## src/fsp_pkg.sv

```systemverilog
`default_nettype none
// ==================================================
// self-program sequencer constants
package fsp_pkg;
    // ==================================================
    // clock and programming time
    localparam int CLK_MHZ      = 125;  // clk_sys rate
    localparam int PROG_MIN_US  = 3700; // least flash write time, us
    localparam int PROG_MAX_US  = 4500; // longest flash write time, us
    // least write time used; whole us times MHz is exact
    localparam int PROG_CYCLES  = PROG_MIN_US * CLK_MHZ;
    localparam logic [2:0] SIG_WIN = 3'h3; // cpu cycles to issue the load
    localparam logic [2:0] SPM_WIN = 3'h4; // cpu cycles to issue the store
    localparam logic [2:0] WIN_ONE = 3'h1; // last cycle of a window

    // ==================================================
    // flash geometry and pointer fields
    localparam int PC_W      = 12; // program counter width
    localparam int PAGE_W    = 7;  // page select width
    localparam int WORD_W    = 5;  // word in page width
    localparam int Z_BYTE    = 0;  // byte select bit
    localparam int Z_WRD_LSB = 1;  // word field low bit
    localparam int Z_PG_LSB  = 6;  // page field low bit
    localparam int Z_PC_MSB  = 12; // highest decoded pointer bit
    localparam logic [PC_W-1:0] HALT_START = 12'hc00; // halting section
    localparam logic [PC_W-1:0] BOOT_ST_11 = 12'hf80; // 128 words
    localparam logic [PC_W-1:0] BOOT_ST_10 = 12'hf00; // 256 words
    localparam logic [PC_W-1:0] BOOT_ST_01 = 12'he00; // 512 words
    localparam logic [PC_W-1:0] BOOT_ST_00 = 12'hc00; // 1024 words

    // ==================================================
    // register port
    localparam logic [1:0] REG_CTRL = 2'h0; // control and status
    localparam logic [1:0] REG_STAT = 2'h1; // engine and boot status
    localparam int B_EN    = 0; // self_program_enable
    localparam int B_ERASE = 1; // page_erase_cmd
    localparam int B_WRITE = 2; // page_write_cmd
    localparam int B_REEN  = 4; // concurrent_section_reenable
    localparam int B_SIGNATURE_READ_SELECT = 5; // signature_read_select
    localparam int B_BUSY  = 6; // concurrent_section_busy
    localparam int S_RUN   = 0; // engine running
    localparam int S_EE    = 1; // eeprom write seen active
    localparam int S_BOOT  = 2; // boot size, two bits
    localparam int S_HALT  = 4; // cpu halted
    localparam logic [7:0] RD_IDLE = 8'h00; // unmapped and idle read
    // low seven bits of a control write; bit 7 is don't care
    localparam logic [6:0] CMD_LOAD  = 7'h01;
    localparam logic [6:0] CMD_ERASE = 7'h03;
    localparam logic [6:0] CMD_WRITE = 7'h05;
    localparam logic [6:0] CMD_REEN  = 7'h11;
    localparam logic [6:0] CMD_SIG   = 7'h21;

    // ==================================================
    // signature row byte addresses
    localparam logic [5:0] SIG_MFR    = 6'h00;
    localparam logic [5:0] SIG_CAL    = 6'h01;
    localparam logic [5:0] SIG_SIZE   = 6'h02;
    localparam logic [5:0] SIG_DEV    = 6'h04;
    localparam logic [5:0] SIG_TSOFF  = 6'h05;
    localparam logic [5:0] SIG_TEMP_SENSOR_GAIN_BYTE = 6'h07;
    localparam logic [5:0] SIG_LOT0   = 6'h0e;
    localparam logic [5:0] SIG_LOT5   = 6'h13;
    localparam logic [5:0] SIG_AMB_LO = 6'h3c;
    localparam logic [5:0] SIG_AMB_HI = 6'h3d;
    localparam logic [5:0] SIG_HOT_LO = 6'h3e;
    localparam logic [5:0] SIG_HOT_HI = 6'h3f;
    localparam logic [7:0] SIG_EMPTY  = 8'hff; // reserved and unlisted

    // ==================================================
    // window state
    typedef enum logic [1:0] {
        FSP_WIN_IDLE = 2'b00,
        FSP_WIN_SIG  = 2'b01,
        FSP_WIN_SPM  = 2'b10
    } fsp_win_t;
endpackage
`default_nettype wire

```

## src/fsp_self_program.sv

```systemverilog
`timescale 1ns/1ps
`default_nettype none
// How it works
// - signature byte returned on load in window
// - select and enable clear after read/timeout
// - cleared bits give ordinary flash loads
// - calibration, sensor offset, gain at fixed addresses
// - three identity bytes at 0x00/0x02/0x04
// - lot characters at 0x0E..0x13
// - two reference words, low byte first
// - running flash write survives system reset
// - flash write lasts 3.7 ms, the least write time
// - two strap bits pick boot size
// - concurrent 96 pages, halting 32 pages
// - program counter is twelve bits
// - 32 words a page, word from Z5:Z1
// - page select from Z12:Z6
// - Z15:Z13 ignored
// - Z0 selects byte on loads
// - concurrent section fetches blocked while programming
// - busy blocks concurrent section fetches until re-enable store
// - control patterns pick erase, write, load
// - busy stays set while section busy
module fsp_self_program #(
    parameter logic [7:0]  MFR_CODE    = 8'h5a,     // arbitrary value
    parameter logic [7:0]  SIZE_CODE   = 8'h3c,     // arbitrary value
    parameter logic [7:0]  DEV_CODE    = 8'h7e,     // arbitrary value
    parameter logic [7:0]  RC_CAL      = 8'h80,     // factory trim
    parameter logic [7:0]  TS_OFFSET   = 8'h00,     // sensor offset
    parameter logic [7:0]  TS_GAIN     = 8'h80,     // sensor gain
    parameter logic [47:0] LOT_ID      = 48'h0,     // lot chars, 0x0e in low byte
    parameter logic [15:0] VREF_AMB    = 16'h0a00,  // mV at ambient
    parameter logic [15:0] VREF_HOT    = 16'h0a00,  // mV at hot test
    parameter int          PROG_CYCLES = fsp_pkg::PROG_CYCLES // write length
) (
    input  wire logic                     clk_sys,             // system clock
    input  wire logic                     rst,                 // system reset
    input  wire logic                     por,                 // supply reset
    input  wire logic [1:0]               reg_addr,            // register index
    input  wire logic [7:0]               reg_wdata,           // write data
    input  wire logic                     reg_wr,              // write strobe
    input  wire logic                     reg_rd,              // read strobe
    output logic [7:0]                    reg_rdata,           // read data
    input  wire logic                     lpm_req,             // program load
    input  wire logic                     spm_req,             // program store
    input  wire logic [15:0]              z_ptr,               // z pointer
    input  wire logic [15:0]              spm_data,            // r1:r0 word
    input  wire logic [15:0]              flash_word,          // array read word
    output logic [fsp_pkg::PC_W-1:0]      flash_addr,          // array read addr
    output logic [7:0]                    lpm_data,            // load result
    output logic                          lpm_valid,           // load result valid
    output logic                          buf_we,              // page buffer write
    output logic [fsp_pkg::WORD_W-1:0]    buf_word,            // buffer word
    output logic [15:0]                   buf_data,            // buffer data
    output logic                          buf_clr,             // buffer erase
    output logic                          flash_erase_go,      // start erase
    output logic                          flash_write_go,      // start write
    output logic [fsp_pkg::PAGE_W-1:0]    flash_page,          // target page
    output logic                          cpu_halt,            // halt fetches
    input  wire logic [fsp_pkg::PC_W-1:0] fetch_addr,          // cpu fetch addr
    output logic                          fetch_blocked,       // fetch refused
    input  wire logic                     eeprom_write_active, // eeprom pin
    input  wire logic                     boot_size_sel_high,  // boot strap
    input  wire logic                     boot_size_sel_low,   // boot strap
    output logic [fsp_pkg::PC_W-1:0]      boot_start           // boot reset addr
);
    import fsp_pkg::*;

    localparam int CNT_W = $clog2(PROG_CYCLES + 1);
    localparam logic [CNT_W-1:0] CNT_ONE  = CNT_W'(1);
    localparam logic [CNT_W-1:0] CNT_LOAD = CNT_W'(PROG_CYCLES);
    localparam logic [6:0] CONC_PAGES = 7'd96; // pages below halting section

    // ==================================================
    // state
    typedef struct packed {
        fsp_win_t          win;      // command window
        logic [2:0]        win_cnt;  // cycles left in window
        logic              en;       // self_program_enable
        logic              signature_read_select;    // signature_read_select
        logic              erase;    // page_erase_cmd
        logic              write;    // page_write_cmd
        logic              reen;     // concurrent_section_reenable
        logic              busy;     // concurrent_section_busy
        logic [2:0]        ee_sync;  // eeprom pin synchroniser
        logic              ee_act;   // eeprom write, filtered
        logic              boot_cap; // straps taken
        logic [1:0]        boot_sz;  // boot size code
        logic [PC_W-1:0]   boot_st;  // boot start address
        logic [7:0]        rdata;    // read data
        logic              p1;       // load in flight
        logic              p1_sig;   // load targets signature row
        logic [5:0]        p1_sa;    // signature address
        logic              p1_b;     // high byte select
        logic [PC_W-1:0]   faddr;    // flash read address
        logic [7:0]        ldata;    // load result
        logic              lvalid;   // load result valid
        logic              bwe;      // buffer write
        logic [WORD_W-1:0] bword;    // buffer word
        logic [15:0]       bdata;    // buffer data
        logic              bclr;     // buffer erase
        logic              fblk;     // fetch refused
    } fsp_main_t;

    // kept apart because only the supply reset may stop a write
    typedef struct packed {
        logic              run;   // array busy
        logic              halt;  // cpu halted
        logic              go_er; // erase start pulse
        logic              go_wr; // write start pulse
        logic [PAGE_W-1:0] page;  // target page
        logic [CNT_W-1:0]  cnt;   // cycles left
    } fsp_eng_t;

    localparam fsp_main_t MAIN_RST = '0;
    localparam fsp_eng_t  ENG_RST  = '0;

    fsp_main_t s, next_s; // main state
    fsp_eng_t  e, next_e; // engine state
    logic      eng_done;  // last engine cycle
    logic      ctl_ok;    // control write allowed
    logic      sig_ld;    // signature load taken
    logic      spm_ok;    // store taken

    // ==================================================
    // signature row lookup
    function automatic logic [7:0] sig_byte(input logic [5:0] a);
        logic [5:0] li;
        li = a - SIG_LOT0;
        case (a)
            SIG_MFR:    sig_byte = MFR_CODE;
            SIG_SIZE:   sig_byte = SIZE_CODE;
            SIG_DEV:    sig_byte = DEV_CODE;
            SIG_CAL:    sig_byte = RC_CAL;
            SIG_TSOFF:  sig_byte = TS_OFFSET;
            SIG_TEMP_SENSOR_GAIN_BYTE: sig_byte = TS_GAIN;
            SIG_AMB_LO: sig_byte = VREF_AMB[7:0];
            SIG_AMB_HI: sig_byte = VREF_AMB[15:8];
            SIG_HOT_LO: sig_byte = VREF_HOT[7:0];
            SIG_HOT_HI: sig_byte = VREF_HOT[15:8];
            default: begin
                // lot chars in address order, leftmost at 0x0e
                if (a >= SIG_LOT0 && a <= SIG_LOT5) begin
                    sig_byte = LOT_ID[{li[2:0], 3'h0} +: 8];
                end else begin
                    sig_byte = SIG_EMPTY; // reserved bytes
                end
            end
        endcase
    endfunction

    // ==================================================
    // next state
    always_comb begin
        next_s = s;
        next_e = e;
        // pulses last one cycle
        next_s.bwe    = 1'b0;
        next_s.bclr   = 1'b0;
        next_s.lvalid = 1'b0;
        next_s.p1     = 1'b0;
        next_s.rdata  = RD_IDLE;
        next_e.go_er  = 1'b0;
        next_e.go_wr  = 1'b0;

        // eeprom pin: change counts once stages two and three agree
        next_s.ee_sync = {s.ee_sync[1:0], eeprom_write_active};
        if (s.ee_sync[2] == s.ee_sync[1]) begin
            next_s.ee_act = s.ee_sync[2];
        end

        // straps caught once after reset release, then held
        if (!s.boot_cap) begin
            next_s.boot_cap = 1'b1;
            next_s.boot_sz  = {boot_size_sel_high, boot_size_sel_low};
            case ({boot_size_sel_high, boot_size_sel_low})
                2'b11:   next_s.boot_st = BOOT_ST_11;
                2'b10:   next_s.boot_st = BOOT_ST_10;
                2'b01:   next_s.boot_st = BOOT_ST_01;
                default: next_s.boot_st = BOOT_ST_00;
            endcase
        end

        // engine countdown; timed from the trimmed clock
        eng_done = e.run && (e.cnt == CNT_ONE);
        if (e.run) begin
            next_e.cnt = e.cnt - CNT_ONE;
            if (eng_done) begin
                next_e.run  = 1'b0;
                next_e.halt = 1'b0;
            end
        end
        if (eng_done) begin
            // enable drops; busy stays until re-enabled
            next_s.en    = 1'b0;
            next_s.erase = 1'b0;
            next_s.write = 1'b0;
            next_s.bclr  = s.write; // buffer empties after a page write
        end

        // window expiry when nothing was issued
        sig_ld = lpm_req && (s.win == FSP_WIN_SIG);
        spm_ok = spm_req && (s.win == FSP_WIN_SPM);
        if (s.win != FSP_WIN_IDLE && !sig_ld && !spm_ok) begin
            next_s.win_cnt = s.win_cnt - WIN_ONE;
            if (s.win_cnt == WIN_ONE) begin
                next_s.win   = FSP_WIN_IDLE;
                next_s.en    = 1'b0;
                next_s.signature_read_select = 1'b0;
                next_s.erase = 1'b0;
                next_s.write = 1'b0;
                next_s.reen  = 1'b0;
            end
        end

        // program loads: flash word fetched, byte picked one cycle later
        if (lpm_req) begin
            next_s.p1     = 1'b1;
            next_s.p1_sig = sig_ld;
            next_s.p1_sa  = z_ptr[5:0];
            next_s.p1_b   = z_ptr[Z_BYTE];
            next_s.faddr  = z_ptr[Z_PC_MSB:Z_WRD_LSB];
            if (sig_ld) begin
                next_s.win   = FSP_WIN_IDLE;
                next_s.en    = 1'b0;
                next_s.signature_read_select = 1'b0;
            end
        end
        if (s.p1) begin
            next_s.lvalid = 1'b1;
            if (s.p1_sig) begin
                next_s.ldata = sig_byte(s.p1_sa);
            end else if (s.p1_b) begin
                next_s.ldata = flash_word[15:8];
            end else begin
                next_s.ldata = flash_word[7:0];
            end
        end

        // stores inside the window
        if (spm_ok) begin
            next_s.win = FSP_WIN_IDLE;
            if (s.erase || s.write) begin
                // concurrent section fetches refused until re-enabled
                next_e.run  = 1'b1;
                next_e.cnt  = CNT_LOAD;
                next_e.page = z_ptr[Z_PC_MSB:Z_PG_LSB];
                next_e.go_er = s.erase;
                next_e.go_wr = s.write; // word field assumed zero by software
                next_e.halt = (z_ptr[Z_PC_MSB:Z_PG_LSB] >= CONC_PAGES);
                next_s.busy = 1'b1;
            end else if (s.reen) begin
                next_s.en   = 1'b0;
                next_s.reen = 1'b0;
                next_s.bclr = 1'b1;
                if (!e.run) begin
                    next_s.busy = 1'b0;
                end
            end else begin
                next_s.en    = 1'b0;
                next_s.bwe   = 1'b1;
                next_s.bword = z_ptr[Z_PG_LSB-1:Z_WRD_LSB];
                next_s.bdata = spm_data;
            end
        end

        // control writes refused while a command is pending or eeprom busy
        ctl_ok = reg_wr && (reg_addr == REG_CTRL) && !s.en && !s.ee_act
                 && !e.run;
        if (ctl_ok) begin
            next_s.win_cnt = SPM_WIN;
            case (reg_wdata[6:0])
                CMD_SIG: begin
                    next_s.win     = FSP_WIN_SIG;
                    next_s.win_cnt = SIG_WIN;
                    next_s.en      = 1'b1;
                    next_s.signature_read_select   = 1'b1;
                end
                CMD_LOAD: begin
                    next_s.win = FSP_WIN_SPM;
                    next_s.en  = 1'b1;
                end
                CMD_ERASE: begin
                    next_s.win   = FSP_WIN_SPM;
                    next_s.en    = 1'b1;
                    next_s.erase = 1'b1;
                end
                CMD_WRITE: begin
                    next_s.win   = FSP_WIN_SPM;
                    next_s.en    = 1'b1;
                    next_s.write = 1'b1;
                end
                CMD_REEN: begin
                    next_s.win  = FSP_WIN_SPM;
                    next_s.en   = 1'b1;
                    next_s.reen = 1'b1;
                end
                default: begin
                    next_s.win_cnt = s.win_cnt; // unknown pattern ignored
                end
            endcase
        end

        // register reads, answered next cycle
        if (reg_rd) begin
            case (reg_addr)
                REG_CTRL: begin
                    next_s.rdata[B_EN]    = s.en;
                    next_s.rdata[B_ERASE] = s.erase;
                    next_s.rdata[B_WRITE] = s.write;
                    next_s.rdata[B_REEN]  = s.reen;
                    next_s.rdata[B_SIGNATURE_READ_SELECT] = s.signature_read_select;
                    next_s.rdata[B_BUSY]  = s.busy;
                end
                REG_STAT: begin
                    next_s.rdata[S_RUN]       = e.run;
                    next_s.rdata[S_EE]        = s.ee_act;
                    next_s.rdata[S_BOOT +: 2] = s.boot_sz;
                    next_s.rdata[S_HALT]      = e.halt;
                end
                default: begin
                    next_s.rdata = RD_IDLE;
                end
            endcase
        end

        // concurrent section fetches refused while programming or busy
        next_s.fblk = (s.busy || e.run) && (fetch_addr < HALT_START);
    end

    // ==================================================
    // registers
    always_ff @(posedge clk_sys or posedge rst) begin
        if (rst) begin
            s <= MAIN_RST;
        end else begin
            s <= next_s;
        end
    end

    // engine ignores the system reset so a write finishes unless the supply reset comes
    always_ff @(posedge clk_sys or posedge por) begin
        if (por) begin
            e <= ENG_RST;
        end else begin
            e <= next_e;
        end
    end

    // ==================================================
    // outputs
    assign reg_rdata      = s.rdata;
    assign flash_addr     = s.faddr;
    assign lpm_data       = s.ldata;
    assign lpm_valid      = s.lvalid;
    assign buf_we         = s.bwe;
    assign buf_word       = s.bword;
    assign buf_data       = s.bdata;
    assign buf_clr        = s.bclr;
    assign flash_erase_go = e.go_er;
    assign flash_write_go = e.go_wr;
    assign flash_page     = e.page;
    assign cpu_halt       = e.halt;
    assign fetch_blocked  = s.fblk;
    assign boot_start     = s.boot_st;
endmodule
`default_nettype wire

```

## config.mk

```make
export PLATFORM = sky130hd
export DESIGN_NAME = fsp_self_program
export DESIGN_NICKNAME = d
export VERILOG_FILES = /design/src/fsp_pkg.sv /design/src/fsp_self_program.sv
export SDC_FILE = /design/constraint.sdc
export NUM_CORES = 1
export LEC_CHECK = 0
export BUFFER_PORTS_ARGS = -buffer_cell sky130_fd_sc_hd__buf_4
export CORE_UTILIZATION = 50
export DETAILED_ROUTE_END_ITERATION = 7
export PLACE_DENSITY_LB_ADDON = 0.08
export RECOVER_POWER = 50
export SYNTH_ARGS = -nofsm -noshare
export SYNTH_HDL_FRONTEND = slang
export SYNTH_SLANG_ARGS = --single-unit
```

## constraint.sdc

```tcl
create_clock -name clk_sys -period 3.2 [get_ports clk_sys]
set_input_delay 0.48 -clock clk_sys [delete_from_list [all_inputs] [get_ports clk_sys]]
set_output_delay 0.48 -clock clk_sys [all_outputs]
set_load 0.05 [all_outputs]
```

# Word-level counts from Yosys, hierarchy flattened
# Index checks and enable logic that the tools add are counted.
dict set report op_classes {
  eq_ne 25
  muxes 47
  magnitude_cmp 4
  n_reduce_logical 32
  bitwise 2
  n_addsub 3
  shifts 1
}
# op n
set ops {}
lappend ops {{$mux W30} 2}
lappend ops {{$pmux W8 S6} 1}
lappend ops {{$shiftx A48 B7 Y8 const A} 1}
lappend ops {{$mux W23} 2}
lappend ops {{$pmux W10 S3} 1}
lappend ops {{$eq A6 B6 Y1 const B} 4}
lappend ops {{$mux W2} 12}
lappend ops {{$mux W8} 3}
lappend ops {{$mux W22} 1}
lappend ops {{$mux W21} 1}
lappend ops {{$mux W10} 2}
lappend ops {{$eq A19 B1 Y1 const B} 1}
lappend ops {{$mux W19} 1}
lappend ops {{$sub A19 B1 Y19 const B} 1}
lappend ops {{$eq A6 B3 Y1 const B} 3}
lappend ops {{$mux W1} 15}
lappend ops {{$lt A12 B12 Y1 const B} 1}
lappend ops {{$pmux W3 S2} 2}
lappend ops {{$logic_and A1 B1 Y1} 11}
lappend ops {{$eq A7 B1 Y1 const B} 1}
lappend ops {{$eq A7 B2 Y1 const B} 1}
lappend ops {{$eq A7 B3 Y1 const B} 1}
lappend ops {{$eq A7 B5 Y1 const B} 1}
lappend ops {{$eq A7 B6 Y1 const B} 1}
lappend ops {{other kinds (29)} 44}
dict set report word_totals {
  register_bits 122
  output_inout_bits 75
  wordCells 146
}

# Longest topological paths before layout
# Gate-level depths: netlist (run 1).
dict set report logic_depth {
  word_depth 12
  ltp_mapped 7
  ltp_nobuf 6
}

# Worst setup path after synthesis (run 1)
# Ideal clock, no wire load.
dict set report synth_path {
  kind {reg-to-reg}
  start {register e[6] (netlist name)}
  end {register e[18] (netlist name)}
  t_arrival_ps 1982
  stages_incl_launch_ff 6
  setup_ps 69
  path_slack_ps 1149
  period_less_slack_ps 2051
  t_required_ps 3131
  cell_sequence {dfrtp_1 or4_4 or3_1 buf_6 or4_1 nand3_1}
}
# item line_no
set synth_lines {}
lappend synth_lines {{start, declared} fsp_self_program.sv:119} ;# fsp_eng_t e, next_e;
lappend synth_lines {{start signal, assigned} fsp_self_program.sv:346} ;# e <= next_e;

# Worst setup path in the final report (run 1)
dict set report layout_path {
  start {input lpm_req}
  end {register s[89] (netlist name)}
}
dict set report layout_between {
  elab_chain_cells 6
}
# item line_no
set layout_rtl {}
lappend layout_rtl {{start, declared} fsp_self_program.sv:44} ;# input wire logic lpm_req,
lappend layout_rtl {{$logic_and A1 B1 Y1} fsp_self_program.sv:202} ;# sig_ld = lpm_req && (s.win == FSP_WIN_SIG);
lappend layout_rtl {{$logic_not A1 Y1} fsp_self_program.sv:204} ;# if (s.win != FSP_WIN_IDLE && !sig_ld && !spm_ok) begin
lappend layout_rtl {{$logic_and A1 B1 Y1 (2 in series)} fsp_self_program.sv:204}
lappend layout_rtl {{$reduce_bool A2 Y1 (no line)} -}
lappend layout_rtl {{$reduce_and A2 Y1 (no line)} -}
lappend layout_rtl {{end signal, assigned} fsp_self_program.sv:337} ;# s <= next_s;
lappend layout_rtl {{end, declared} fsp_self_program.sv:118} ;# fsp_main_t s, next_s;
# No other way between the ends.
# A chain may end at the register's enable or synchronous reset.

==> flow_summary.toml, run 1 <==
[status]
outcome = "finished with violations"
violations = "max-capacitance violations, max-slew violations"

[placed_design]
dpl.hpwl_mm = 7.52
place.port_buffers = 132
gp_congestion = 0.793
pre_cts_slack_ns = 1.00
place.detailed.instances = 678
detailed_place.area_sq_um = 5850

[cts]
tritoncts = "built"
cts_max_level = 3
cts.repair_timing.setup_buffer_count = 0
cts_root_buffer = "sky130_fd_sc_hd__clkbuf_8"
numCtsBuffers = 9
post_cts.resized_instances = 0
tritoncts_num_sinks = 107
cts_buffer_depth = 2
clock_insertion_delay_at_the_later_pin_of_the_skew_report_ns = 0.37
postCtsHoldBufs = 0
clk_pin_slew_ns = 0.09

[global_route]
grt_util_all_layers_pct = 20.1
grt_max_degree = 43
grt_overflow_total = 0
global_route_wire_length_before_repair_mm = 17.3
antenna_found_initial = 0
grt_pass1_vias = 3417

[layout]
seq_area_sq_um = 2680
layout.core_utilization_pct = 61.0
layout.cell_area.non_filler_sq_um = 6070
fill_cells = 860
multiInputGateArea_sq_um = 1920
antenna_cells_inserted = 0
layoutNonFillerInstCount = 693
area_delta_synth_final_pct = 16.6
finish.net_count = 640
drive_gt1_share_pct = 35.2

[sta]
final-max-slew-violation-count = 74
relSlewSlack_pct = -17.5
whs_ns = 0.236
finalCriticalPeriod_ns = 2.31
setup_viol = 0
max_slew.worst_pin.slew_ns = 1.75
final-hold-violation-count = 0
fin_worst_skew_ns = 0.0148
fin_tns_setup_ns = 0
max_freq_ghz = 0.434
rsz0062_at_grt = "no"
worst_slack_ns = 0.893
min_period_over_period_pct = 72.1

[pwr]
p_sw_share_pct = 26.1
clock_power_share_pct = 34.5
combinationalPowerShare_pct = 13.8
cellInternalPower_mw = 2.05
p_per_cell_area_nw_per_um2 = 457
irDropWorstVdd_uv = 263
finalPower_mw = 2.77
power.share.sequential_pct = 51.7
net-switching-power_mw = 0.723
p_leak_nw = 2.90

[route]
vias_per_cell = 5.22
detail_route.wirelength_mm = 10.4
drcViolationCount = 0
dr_total_vias = 3618
drt_first_iter_violations = 161
routedWlPerCell_microns = 14.9
ant_nets = 0
number_of_search_and_repair_iterations_in_the_first_detailed_routing_pass = 4

[synth]
ys_types = 61
yosysWarnings = 0
synth_cells = 487
synth-simple-area-share_pct = 14.8
synth_compound_area_share_pct = 8.67
synthMuxAreaShare_pct = 9.37
async_flop_share_pct = 100
synth_top_family_by_area = "simple AND/OR/NAND/NOR gates"
xor_and_xnor_area_share_after_synthesis_pct = 1.68
post_synth_adder_cell_area_pct = 1.54
postSynthAreaPerCell_sq_um = 10.7
yosysSeqAreaShare_pct = 51.4
synth_edf_count = 0
syn_area_sq_um = 5210
netlist_top_cells_area = "sky130_fd_sc_hd__dfrtp_1 (51%), sky130_fd_sc_hd__buf_4 (9.8%), sky130_fd_sc_hd__mux2_2 (8.2%), sky130_fd_sc_hd__nand2_1 (3.3%), sky130_fd_sc_hd__nor2_1 (2.5%)"
yosysTopAreaCell = "sky130_fd_sc_hd__dfrtp_1"
netlist.area_leader.share_pct = 51.4
postSynthRegisterBits = 107
post_synth_most_frequent_cells = "sky130_fd_sc_hd__dfrtp_1 (107), sky130_fd_sc_hd__buf_4 (68), sky130_fd_sc_hd__nand2_1 (46)"
postSynth.topFlopCell = "sky130_fd_sc_hd__dfrtp_1"
synth.most_common_cell = "sky130_fd_sc_hd__dfrtp_1"

[setup_path]
required_ns = 3.45
ff2ff_setup_slack_ns = 0.98
critical_path_class = "input port to register"
critical_path_peak_fanout = 17
reg2reg_depth = 4
critical_path.reg2reg.startpoint = "e[6]"
setup.worst_path.start = "lpm_req"
critical_path_arrival_ns = 2.55
cp-end-kind = "register"
crit_start_category = "input port"
worst_reg2reg_path_endpoint = "e[18]"
critPathCapture = "s[89]"

[floorplan]
die_x_microns = 104
top_level_ports = 155
initial_utilization_pct = 52.3
die_h_microns = 104
placement_rows = 36
die-area_sq_um = 10800
coreArea_sq_um = 9950

[min_path]
hold_class = "input port to register"
timing.hold.worst_path_depth = 1

[run]
timing.max_cap.violations = 2
-- cell type report --
class | count | share of cell area (%)
repair buffers | 139 | 16.9
multi-input cells | 286 | 31.6
flip-flops and latches | 107 | 44.1
clock inverters | 5 | 1.69
well taps | 133 | 2.74
clock buffers | 10 | 2.10
inverters | 13 | 0.825
-- worst min path at each step --
stage                             start          to  slack (ns)
detailed placement           next_s[79]  next_s[80]        0.34
finish              eeprom_write_active  next_s[79]        0.24
global route        eeprom_write_active  next_s[79]        0.21
CTS                                 por       e[16]        0.20
floorplan                    next_s[79]  next_s[80]        0.33
global placement             next_s[79]  next_s[80]        0.33
-- power groups by stage --
stage / Combinational [mW] / Sequential [mW] / Clock [mW]
4_1_cts: 0.391 / 1.43 / 0.981
3_5_place_dp: 0.390 / 1.46 / 0
3_3_place_gp: 0.385 / 1.46 / 0
2_1_floorplan: 0.305 / 1.45 / 0
6_report: 0.384 / 1.43 / 0.957
5_1_grt: 0.411 / 1.44 / 1.02
-- cell usage in the layout, fill, tap and decap left out, types with 9 or more instances in the layout --
master	instances
sky130_fd_sc_hd__clkbuf_8	9
sky130_fd_sc_hd__mux2_2	38
sky130_fd_sc_hd__a21oi_1	13
sky130_fd_sc_hd__dfrtp_1	107
sky130_fd_sc_hd__inv_1	11
sky130_fd_sc_hd__o21ai_0	20
sky130_fd_sc_hd__buf_4	131
sky130_fd_sc_hd__nor2_1	33
sky130_fd_sc_hd__nand2_1	46
sky130_fd_sc_hd__conb_1	9
-- critical path: stages --
cell and delay (ns):
sky130_fd_sc_hd__clkbuf_1 0.75, sky130_fd_sc_hd__nand2b_1 0.20, sky130_fd_sc_hd__a22oi_1 0.71, sky130_fd_sc_hd__nor4_1 0.07, sky130_fd_sc_hd__or3_1 0.32
-- cells by family after synthesis --
logic type      after synthesis
compound gates               70
buf+inv                     101
mux                          44
fa+ha+maj                     7
flops                       107
simple gates                146
xor+xnor                     10
other cells                   2
-- per-layer routing --
| metal | vias to the layer above | global-route usage [%] | share of wire (%) |
|---|---|---|---|
| met4 | 0 | 8.88 | 1.9 |
| li1 | 1750 | - | - |
| met1 | 1750 | 28.0 | 47 |
| met2 | 102 | 31.1 | 47 |
| met5 | - | 0 | 0 |
| met3 | 16 | 3.38 | 4.2 |
-- state kept, by name, summed over array words and instances, names as in the netlist, 2 cells and up --
name,count
boot_start,4
buf_data,16
buf_word,5
e,20
flash_addr,8
flash_page,7
lpm_data,8
next_s,2
reg_rdata,7
s,23
(Power assumes the default switching activity.)
==> run 2, diff against run 1 <==
--- a/config.mk
+++ b/config.mk
@@ -6,7 +6,7 @@
 export NUM_CORES = 1
 export LEC_CHECK = 0
 export BUFFER_PORTS_ARGS = -buffer_cell sky130_fd_sc_hd__buf_4
-export CORE_UTILIZATION = 50
+export CORE_UTILIZATION = 47
 export DETAILED_ROUTE_END_ITERATION = 7
 export PLACE_DENSITY_LB_ADDON = 0.08
 export RECOVER_POWER = 50
==> constraint.sdc (replaced) <==
create_clock -name clk_sys -period 2 [get_ports clk_sys]
set_input_delay 0.3 -clock clk_sys [delete_from_list [all_inputs] [get_ports clk_sys]]
set_output_delay 0.3 -clock clk_sys [all_outputs]
set_load 0.05 [all_outputs]
==> flow_summary.toml, run 2 (same netlist as run 1, synthesis figures left out) <==
[status]
outcome = "finished with violations"
violations = "negative setup slack"

[min_path]
whs_endpoint = "next_s[79]"
min_from = "eeprom_write_active"
hold_class = "input port to register"
timing.hold.worst_path_depth = 1

[floorplan]
placement_rows = 38
top_level_ports = 155
die-area_sq_um = 11500
coreArea_sq_um = 10800
die_x_microns = 107
initial_utilization_pct = 48.0
die_h_microns = 107

[sta]
final-hold-violation-count = 0
min_period_over_period_pct = 100
worst_slack_ns = -0.00565
rsz0062_at_grt = "yes"
finalCriticalPeriod_ns = 2.01
setup_viol = 1
final-max-slew-violation-count = 0
max_freq_ghz = 0.499
fin_worst_skew_ns = 0.0108
max_slew.worst_pin.slew_ns = 0.902
relSlewSlack_pct = 39.9

[pwr]
p_leak_nw = 3.04
irDropWorstVdd_uv = 421
finalPower_mw = 4.27
power.share.sequential_pct = 53.3
cellInternalPower_mw = 3.06
p_per_cell_area_nw_per_um2 = 678
clock_power_share_pct = 31.4
net-switching-power_mw = 1.21
combinationalPowerShare_pct = 15.2
p_sw_share_pct = 28.2

[global_route]
grt_util_all_layers_pct = 18.9
grt_overflow_total = 0
global_route_wire_length_before_repair_mm = 16.9
grt_max_degree = 60
grt_pass1_vias = 3456
antenna_found_initial = 0

[setup_path]
crit_start_category = "register"
ff2ff_setup_slack_ns = -0.006
crit_path_top_delay_cell = "sky130_fd_sc_hd__or4_4"
cp-end-kind = "register"
worst_reg2reg_path_endpoint = "e[18]"
critical_path_arrival_ns = 2.31
worst_path_max_stage_delay_ns = 0.53
critical_path_peak_fanout = 8
required_ns = 2.30
critical_path_class = "register to register"
critical_path.reg2reg.startpoint = "e[7]"
cp_cell_sequence = "or4_4, or3_4, or4_1, nand3_1"
reg2reg_depth = 4

[cts]
numCtsBuffers = 9
clk_pin_slew_ns = 0.10
clock_insertion_delay_at_the_later_pin_of_the_skew_report_ns = 0.37
cts_buffer_depth = 2
cts_root_buffer = "sky130_fd_sc_hd__clkbuf_8"
tritoncts_num_sinks = 107
cts_max_level = 3
tritoncts = "built"

[route]
drt_first_iter_violations = 155
drcViolationCount = 0
ant_nets = 0
number_of_search_and_repair_iterations_in_the_first_detailed_routing_pass = 4
dr_total_vias = 3716
vias_per_cell = 5.13
detail_route.wirelength_mm = 10.6
routedWlPerCell_microns = 14.7

[layout]
largest_register_ffs = 23
top_register = "s"
final_cell_mix = "sky130_fd_sc_hd__buf_4 (151), sky130_fd_sc_hd__dfrtp_1 (107), sky130_fd_sc_hd__nand2_1 (46)"
antenna_cells_inserted = 0
layout_commonest_cell = "sky130_fd_sc_hd__buf_4"
layout.core_utilization_pct = 58.1
drive_gt1_share_pct = 38.9
finish.net_count = 663
area_delta_synth_final_pct = 20.9

[placed_design]
place.port_buffers = 132
gp_congestion = 0.825
dpl.hpwl_mm = 7.80

[run]
timing.max_cap.violations = 0
==> run 2: cell count changes in the layout (fill, tap and decap cells not counted), moves of 2 or more <==
cell | before | now
sky130_fd_sc_hd__inv_6 | 0 | 3
sky130_fd_sc_hd__buf_12 | 0 | 2
sky130_fd_sc_hd__clkbuf_1 | 5 | 3
sky130_fd_sc_hd__buf_4 | 131 | 151
sky130_fd_sc_hd__dlygate4sd3_1 | 0 | 2
sky130_fd_sc_hd__bufinv_16 | 3 | 1
==> run 2: metrics by stage <==
step | TNS [ns] | hold WS (ns) | area [sq um] | instances | worst slack [ns]
detailed placement | -0.537 | 0.336 | 6050 | 706 | -0.115
global placement | -0.288 | 0.331 | 6050 | 706 | -0.0636
finish | -0.00565 | 0.0534 | 6300 | 724 | -0.00565
floorplan | -0.0352 | 0.331 | 5240 | 494 | -0.0352
global route | -0.0901 | 0.0309 | 6300 | 724 | -0.0405
CTS | 0 | 0.0141 | 6280 | 724 | 0.0106
==> run 2: final cells by class <==
type / instances / area [sq um]
fillers: 968 / 4540
repair buffers: 162 / 1230
clock inverters: 7 / 73.8
well taps: 140 / 175
clock buffers: 9 / 124
multi-input cells: 286 / 1960
inverters: 13 / 50.0
flip-flops and latches: 107 / 2680
==> run 2: worst max-delay path, delay by kind of cell, from the launching register on <==
family | cells | cell delay [ns]
DFF | 1 | 0.39
and+or+nand+nor | 4 | 1.56
==> run 2: worst max path at each step <==
stage	slack (ns)	start	end	cells past startpoint
floorplan	-0.04	e[7]	e[18]	5
global placement	-0.06	e[7]	s[83]	4
detailed placement	-0.12	e[7]	s[86]	4
CTS	0.01	e[7]	e[18]	4
global route	-0.04	e[7]	e[18]	4
finish	-0.006	e[7]	e[18]	4
==> run 2: power by group through the flow <==
stage,clock [mW],combinational [mW],sequential [mW]
after global placement,0,0.653,2.32
final,1.34,0.651,2.28
after global routing,1.48,0.697,2.29
after CTS,1.39,0.662,2.28
after detailed placement,0,0.659,2.32
after floorplan,0,0.489,2.32
==> run 2: timing repair <==
action | in CTS | in global routing
pin swaps | 1 | 1
hold endpoints to repair | 26 | 0
buffers inserted | 0 | 0
hold buffers | 2 | 0
gates resized for setup | 2 | 5
setup endpoints to repair | 10 | 4
==> run 2: layer usage <==
layer  share of wire, %  routed length (microns)  global-route usage [%]
met5                  0                        0                       0
met1                 45                     4760                    25.9
met4                1.1                      117                    5.87
met3                5.3                      567                    3.87
met2                 49                     5180                    30.2
